<file path="src/dbpm_pkg.sv">
// Constants for the dual byte-wide port and bus mux.
// Assumes a 32-bit APB slave; register byte address is four times its index.
package dbpm_pkg;
   // Register indices and derived byte addresses
   localparam logic [15:0] UPPER_DIR_IDX   = 16'hfe80;
   localparam logic [15:0] LOWER_DIR_IDX   = 16'hfe81;
   localparam logic [15:0] UPPER_LATCH_IDX = 16'hfe82;
   localparam logic [15:0] LOWER_LATCH_IDX = 16'hfe83;
   localparam int          ADDR_W          = 18;
   localparam logic [17:0] UPPER_DIR_ADDR   = {UPPER_DIR_IDX, 2'b00};
   localparam logic [17:0] LOWER_DIR_ADDR   = {LOWER_DIR_IDX, 2'b00};
   localparam logic [17:0] UPPER_LATCH_ADDR = {UPPER_LATCH_IDX, 2'b00};
   localparam logic [17:0] LOWER_LATCH_ADDR = {LOWER_LATCH_IDX, 2'b00};
   // Reset values and read-back constants
   localparam logic [7:0]  DIR_RESET   = 8'h00;
   localparam logic [7:0]  LATCH_RESET = 8'h00;
   localparam logic [7:0]  READ_ONES   = 8'hff;
   // Operating modes
   localparam logic [2:0]  MODE_MIN2   = 3'h2;
   localparam logic [2:0]  MODE_SINGLE = 3'h7;
endpackage

</file>
<file path="src/dbpm_port.sv">
// Two 8-bit pin ports muxed between general-purpose I/O and the external data bus.
// Assumes an APB master on pclk, mode and standby pins from outside the clock domain,
// and an external bus controller on pclk that flags write cycles.
//
// Decided for this implementation: register access over APB.
`timescale 1ns/1ps
module dbpm_port (
   // APB clock and reset
   input  wire logic        pclk,
   input  wire logic        presetn,
   // APB slave
   input  wire logic        psel,
   input  wire logic        penable,
   input  wire logic        pwrite,
   input  wire logic [17:0] paddr,
   input  wire logic [31:0] pwdata,
   output logic             pready,
   output logic [31:0]      prdata,
   output logic             pslverr,
   // Chip state pins and CPU standby level
   input  wire logic [2:0]  mode_pins,
   input  wire logic        hw_standby,
   input  wire logic        sw_standby,
   // External bus controller
   input  wire logic        bus_write_cycle,
   input  wire logic [15:0] bus_wdata,
   output logic [15:0]      bus_rdata,
   // Upper port pins
   input  wire logic [7:0]  upper_pin_in,
   output logic [7:0]       upper_pin_out,
   output logic [7:0]       upper_pin_oe,
   // Lower port pins
   input  wire logic [7:0]  lower_pin_in,
   output logic [7:0]       lower_pin_out,
   output logic [7:0]       lower_pin_oe
);

   ////////////////////////////////////////////////////////////////////////////
   // Input synchronisers
   logic [2:0]  mode_s1_reg,  mode_reg;
   logic        hws_s1_reg,   hws_reg;
   logic [7:0]  up_s1_reg,    up_sync_reg;
   logic [7:0]  lo_s1_reg,    lo_sync_reg;

   always_ff @(posedge pclk or negedge presetn) begin
      if (!presetn) begin
         mode_s1_reg <= dbpm_pkg::MODE_SINGLE;
         mode_reg    <= dbpm_pkg::MODE_SINGLE;
         hws_s1_reg  <= 1'b0;
         hws_reg     <= 1'b0;
         up_s1_reg   <= 8'h00;
         up_sync_reg <= 8'h00;
         lo_s1_reg   <= 8'h00;
         lo_sync_reg <= 8'h00;
      end else begin
         mode_s1_reg <= mode_pins;
         mode_reg    <= mode_s1_reg;
         hws_s1_reg  <= hw_standby;
         hws_reg     <= hws_s1_reg;
         up_s1_reg   <= upper_pin_in;
         up_sync_reg <= up_s1_reg;
         lo_s1_reg   <= lower_pin_in;
         lo_sync_reg <= lo_s1_reg;
      end
   end

   ////////////////////////////////////////////////////////////////////////////
   // Mode decode
   wire upper_bus = (mode_reg != dbpm_pkg::MODE_SINGLE);
   wire lower_bus = upper_bus && (mode_reg != dbpm_pkg::MODE_MIN2);

   ////////////////////////////////////////////////////////////////////////////
   // APB decode
   wire       acc_phase = psel && penable;
   wire       wr_take   = acc_phase && pready && pwrite;
   wire       rd_capture = acc_phase && !pready && !pwrite;
   wire       hit_udir  = (paddr == dbpm_pkg::UPPER_DIR_ADDR);
   wire       hit_ldir  = (paddr == dbpm_pkg::LOWER_DIR_ADDR);
   wire       hit_ulat  = (paddr == dbpm_pkg::UPPER_LATCH_ADDR);
   wire       hit_llat  = (paddr == dbpm_pkg::LOWER_LATCH_ADDR);
   wire       mapped    = hit_udir || hit_ldir || hit_ulat || hit_llat;

   ////////////////////////////////////////////////////////////////////////////
   // Port registers
   logic [7:0] udir_reg, ldir_reg, ulat_reg, llat_reg;
   logic [7:0] udir_next, ldir_next, ulat_next, llat_next;

   // Hardware standby clears; software standby has no term here at all
   assign udir_next = hws_reg ? dbpm_pkg::DIR_RESET :
                      (wr_take && hit_udir) ? pwdata[7:0] : udir_reg;
   assign ldir_next = hws_reg ? dbpm_pkg::DIR_RESET :
                      (wr_take && hit_ldir) ? pwdata[7:0] : ldir_reg;
   // Latch takes writes in GPIO mode whatever the direction
   assign ulat_next = hws_reg ? dbpm_pkg::LATCH_RESET :
                      (wr_take && hit_ulat && !upper_bus) ? pwdata[7:0] : ulat_reg;
   assign llat_next = hws_reg ? dbpm_pkg::LATCH_RESET :
                      (wr_take && hit_llat && !lower_bus) ? pwdata[7:0] : llat_reg;

   always_ff @(posedge pclk or negedge presetn) begin
      if (!presetn) begin
         udir_reg <= dbpm_pkg::DIR_RESET;
         ldir_reg <= dbpm_pkg::DIR_RESET;
         ulat_reg <= dbpm_pkg::LATCH_RESET;
         llat_reg <= dbpm_pkg::LATCH_RESET;
      end else begin
         udir_reg <= udir_next;
         ldir_reg <= ldir_next;
         ulat_reg <= ulat_next;
         llat_reg <= llat_next;
      end
   end

   ////////////////////////////////////////////////////////////////////////////
   // Read data: direction and bus-mode latch reads give all ones; in GPIO mode output pins show the latch, input pins the pin
   wire [7:0] ulat_rd = upper_bus ? dbpm_pkg::READ_ONES :
                        ((ulat_reg & udir_reg) | (up_sync_reg & ~udir_reg));
   wire [7:0] llat_rd = lower_bus ? dbpm_pkg::READ_ONES :
                        ((llat_reg & ldir_reg) | (lo_sync_reg & ~ldir_reg));
   wire [7:0] rd_byte = (hit_udir || hit_ldir) ? dbpm_pkg::READ_ONES :
                        hit_ulat ? ulat_rd :
                        hit_llat ? llat_rd : 8'h00;

   // One wait state: data is captured at the same edge that pready rises
   logic        pready_next;
   logic [31:0] prdata_next;
   assign pready_next = acc_phase && !pready;
   assign prdata_next = rd_capture ? {24'h000000, rd_byte} : 32'h00000000;

   always_ff @(posedge pclk or negedge presetn) begin
      if (!presetn) begin
         pready  <= 1'b0;
         prdata  <= 32'h00000000;
         pslverr <= 1'b0;
      end else begin
         pready  <= pready_next;
         prdata  <= prdata_next;
         pslverr <= pready_next && !mapped;
      end
   end

   ////////////////////////////////////////////////////////////////////////////
   // Pin drive
   wire       drive_bus = bus_write_cycle && !sw_standby && !hws_reg;
   wire       gpio_on   = !hws_reg;
   wire [7:0] up_oe_nx  = upper_bus ? {8{drive_bus}} :
                          (gpio_on ? udir_reg : 8'h00);
   wire [7:0] lo_oe_nx  = lower_bus ? {8{drive_bus}} :
                          (gpio_on ? ldir_reg : 8'h00);
   // Bus lines carry only bus data, never the latch
   wire [7:0] up_out_nx = upper_bus ? bus_wdata[15:8] : ulat_reg;
   wire [7:0] lo_out_nx = lower_bus ? bus_wdata[7:0]  : llat_reg;

   always_ff @(posedge pclk or negedge presetn) begin
      if (!presetn) begin
         upper_pin_oe  <= 8'h00;
         upper_pin_out <= 8'h00;
         lower_pin_oe  <= 8'h00;
         lower_pin_out <= 8'h00;
         bus_rdata     <= 16'h0000;
      end else begin
         upper_pin_oe  <= up_oe_nx;
         upper_pin_out <= up_out_nx;
         lower_pin_oe  <= lo_oe_nx;
         lower_pin_out <= lo_out_nx;
         bus_rdata     <= {upper_bus ? up_sync_reg : 8'hff, lower_bus ? lo_sync_reg : 8'hff};
      end
   end

   // Per-pin read path: output pins return the latch, input pins the pin
   for (genvar i = 0; i < 8; i++) begin : g_pin_chk

   end
endmodule // dbpm_port

</file>
<file path="config.mk">
export PLATFORM = sky130hd
export DESIGN_NAME = dbpm_port
export DESIGN_NICKNAME = d
export VERILOG_FILES = /design/src/dbpm_pkg.sv /design/src/dbpm_port.sv
export SDC_FILE = /design/constraint.sdc
export NUM_CORES = 1
export LEC_CHECK = 0
export BUFFER_PORTS_ARGS = -buffer_cell sky130_fd_sc_hd__buf_2
export CORE_UTILIZATION = 40
export CTS_CLUSTER_SIZE = 24
export DETAILED_ROUTE_END_ITERATION = 7
export GPL_TIMING_DRIVEN = 1
export PLACE_DENSITY = 0.72
export SLEW_MARGIN = 20
export SYNTH_ARGS = -nofsm -noshare
export SYNTH_HDL_FRONTEND = slang
export SYNTH_SLANG_ARGS = --single-unit
</file>
<file path="constraint.sdc">
create_clock -name pclk -period 6.6 [get_ports pclk]
set_input_delay 0.33 -clock pclk [delete_from_list [all_inputs] [get_ports pclk]]
set_output_delay 0.33 -clock pclk [all_outputs]
set_load 0.01 [all_outputs]
</file>
# After elaboration in Yosys (flattened, before gate mapping)
# Index checks and enable logic that the tools add are counted.
# totals
regBits	130
in_bits	93
output_inout_bits	82
elab_cells	85
# op_classes
mux	22
bitwise	8
n_reduce_logical	29
eq_ne	6
# ops
op	count
two-way mux 8 bit	22
equality test 18 bit (second input constant)	4
AND 8 bit	4
NOT 8 bit	2
bitwise OR 8 bit	2
logical AND 1 bit	15
nonzero test 2 bit	4
logical NOT 1 bit	7
logical OR 1 bit	3
inequality test 3 x 2 -> 1 bit (second input constant)	1
inequality test 3 bit (second input constant)	1

# Longest topological paths before layout
# depth
ltp_word	8
ltp_mapped	6
mapped_depth_nobuf	4

# Least setup slack after synthesis
# Ideal clock, no wire load.
# synth_timing
kind	reg2reg
startpoint	register mode_reg[1]
endpoint	register ulat_reg[0]
synth_period_minus_slack_ns	2.092
slack_ns	4.508
path_stages_with_launch	5
setup_ns	0.130
n_path_buf	0
arrival_time_ns	1.962
required_time_ns	6.470
cell_sequence	dfstp_2 nand3_1 nor3b_2 nand3_2 mux2i_1
# synth_via
elab_chain_len	4
# synth_lines
element	line	rtl
start: declaration	dbpm_port.sv:40	logic [2:0] mode_s1_reg, mode_reg;
start signal: assignment	dbpm_port.sv:48	mode_reg <= dbpm_pkg::MODE_SINGLE;
start signal: assignment	dbpm_port.sv:57	mode_reg <= mode_s1_reg;
inequality test 3 bit	dbpm_port.sv:69	wire upper_bus = (mode_reg != dbpm_pkg::MODE_SINGLE);
logical NOT 1 bit	dbpm_port.sv:95	(wr_take && hit_ulat && !upper_bus) ? pwdata[7:0] : ulat_reg;
logical AND 1 bit	dbpm_port.sv:95	
nonzero test 2 bit (no source line)	--	
end signal: assignment	dbpm_port.sv:103	ulat_reg <= dbpm_pkg::LATCH_RESET;
end signal: assignment	dbpm_port.sv:108	ulat_reg <= ulat_next;
end: declaration	dbpm_port.sv:85	logic [7:0] udir_reg, ldir_reg, ulat_reg, llat_reg;
# Every way passes these cells.
# A chain may end at the register's enable or synchronous reset.

# Worst setup path after layout
# layout_timing
startpoint	register mode_reg[1]
endpoint	register ulat_reg[3]
# Same word-level chain as after synthesis.

==> flow_summary.yaml <==
setup_path:
  cp.arrival_ns: 3.25
  timing.rr.start: "mode_reg[1]"
  end_kind: "flip-flop"
  r2r-end: "ulat_reg[3]"
  crit_path_max_fanout: 18
  r2r_cells: 4
  crit_end: "ulat_reg[3]"
  startpoint_type: "flip-flop"
  startpoint: "mode_reg[1]"
  crit_required_ns: 6.93
  criticalPathCategory: "reg -> reg"
  rrSetupSlack_ns: 3.67
clock_network:
  cts_tree: "built"
  insertion_delay_ns: 0.41
  cts_resized: 0
  htreeDepth: 4
  cts-root-buf: "clkbuf_16"
  numClockSinks: 130
  cts_buffers: 17
  post_cts_buffers: 0
  clockBufferDepth: 2
  path_clk_slew_ns: 0.06
timing:
  worst_pin_slew_ns: 0.966
  period_share_pct: 44.4
  relSlewSlack_pct: 35.3
  hold_ws_ns: 0.0186
  final-max-slew-violation-count: 0
  skew_ns: 0.00467
  fin_tns_setup_ns: 0
  fin_ws_ns: 3.67
  rsz0062_at_grt: "false"
  finalSetupViolations: 0
  fmax_mhz: 341
  min_period_ns: 2.93
  finalHoldViolCount: 0
synthesis:
  synth_edf_count: 0
  synth_top_cell_by_area: "dfrtp_1"
  yosysWarningCount: 0
  synth_top_area_share_pct: 62.0
  ys_seq_elements: 130
  synthFlopType: "dfrtp_1"
  synth_area_leaders: "dfrtp_1 (62%), mux2i_1 (9.6%), nand2b_1 (6.7%)"
  syn_inst: 393
  avgSynthCellArea_um2: 12.7
  ys_seq_area_share_pct: 65.1
  synthArstFlopShare_pct: 100
  synth.distinct_cells: 31
  synthesis.area_um2: 5010
finish:
  nets: 620
  final_cell_mix: "buf_2 (125), dfrtp_1 (124), nand2_1 (69), nand2b_1 (54), mux2i_1 (48)"
  areaGrowthSynthToFinish_pct: 27.3
  regMostFlops: "bus_rdata"
  final_area_um2: 6370
  layout-drive-gt1-share_pct: 33.1
  fin_util_pct: 52.6
  largest_register_ffs: 16
  fillers: 1090
  final_cells: 708
  diodes: 0
  layout_commonest_cell: "buf_2"
floorplanning:
  start_util_pct: 41.4
  chipHeight_um: 114
  rows: 40
  ios: 175
  core_area_um2: 12100
  die-area_um2: 13000
  die_w_um: 114
worst_hold_path:
  hp-class: "in -> reg"
placed_design:
  hpwl_um: 7140
  dpl-instance-area_um2: 5710
  pre_cts_ws_ns: 3.61
  portBuffers: 126
  place_inst: 672
  gp_congestion: 0.765
grt:
  antenna_found_initial: 0
  grt_pass1_wl_um: 16900
  track_usage_pct: 17.6
  gr-total-overflow: 0
  grt_pass1_vias: 3338
  grt_start_max_net_pins: 72
pwr:
  fin_total_pwr_mw: 1.94
  peakVddDrop_mv: 0.132
  p_leak_nw: 3.26
  powerDensity_nw_per_um2: 304
detailed_routing:
  drt_iter0_markers: 142
  dr.pass1.iters: 4
  wl_um: 10400
  num_vias: 3197
  drc: 0
  postRouteAntennaNets: 0
  wl_per_cell_um: 14.7
  viasPerCell: 4.52
status:
  status: "completed"
job:
  cap_violations: 0
==> worst max-delay path: stages, from the launching register on <==
cell     delay (ns)
dfstp_2        0.55
nand3_1        0.53
nor3b_2        0.99
nand3_2        0.48
mux2i_1        0.29
==> synthesized netlist by cell type, types with 2 or more instances <==
cell type,instances
nand4b_1,5
and3_1,2
clkbuf_1,13
a21oi_1,16
dfstp_2,6
dfrtp_1,124
a221oi_2,8
nand2_1,69
nor2_1,3
buf_4,24
nand2b_1,54
nand3_2,2
mux2i_1,48
or2b_1,2
==> worst min-delay path by stage <==
stage | depth (start not counted) | to | startpoint | slack (ns)
6_report | 1 | up_s1_reg[2] | upper_pin_in[2] | 0.02
2_1_floorplan | 0 | bus_rdata[0] | presetn | 0.03
5_1_grt | 1 | up_s1_reg[7] | upper_pin_in[7] | 0.004
3_5_place_dp | 0 | lo_sync_reg[0] | lo_s1_reg[0] | 0.33
3_3_place_gp | 0 | lo_sync_reg[3] | lo_s1_reg[3] | 0.33
4_1_cts | 1 | up_s1_reg[2] | upper_pin_in[2] | 0.001
==> logic make-up (layout without fill, tap and decap cells) <==
| group | count (synthesis) | after routing | share of synthesized area, % |
|---|---|---|---|
| simple gates | 148 | 148 | 16.0 |
| compound gates | 24 | 24 | 4.00 |
| flops | 130 | 130 | 65.1 |
| buf+inv | 41 | 165 | 5.05 |
| xor+xnor | 1 | 1 | 0.175 |
| mux | 48 | 48 | 9.59 |
| other cells | 1 | 24 | 0.0749 |
==> layout make-up <==
type                       instances  area [um2]  share of cell area (%)
inverter                           1        3.75                  0.0589
sequential                       130        3260                    51.1
multi-input combinational        245        1580                    24.8
clock inverter                    13         184                    2.89
timing repair buffer             132         692                    10.9
tap                              168         210                    3.30
clock buffer                      19         443                    6.95
==> what timing repair did <==
| action | 4_1_cts | 5_1_grt |
|---|---|---|
| setup endpoints to repair | 0 | 0 |
| hold buffers | 4 | 0 |
| hold endpoints to repair | 67 | 0 |
==> power breakdown <==
group | internal (mW) | total [mW] | switching [mW]
logic | 0.0451 | 0.118 | 0.0732
clock network | 0.641 | 0.983 | 0.341
registers | 0.830 | 0.839 | 0.00975
total | 1.52 | 1.94 | 0.424
==> layer usage <==
| metal | share of wire, % | GRT usage [%] |
|---|---|---|
| met2 | 50 | 29.5 |
| met1 | 42 | 21.2 |
| met5 | 0 | 0 |
| met4 | 2.0 | 6.93 |
| met3 | 5.2 | 5.42 |
(Power assumes the default switching activity.)
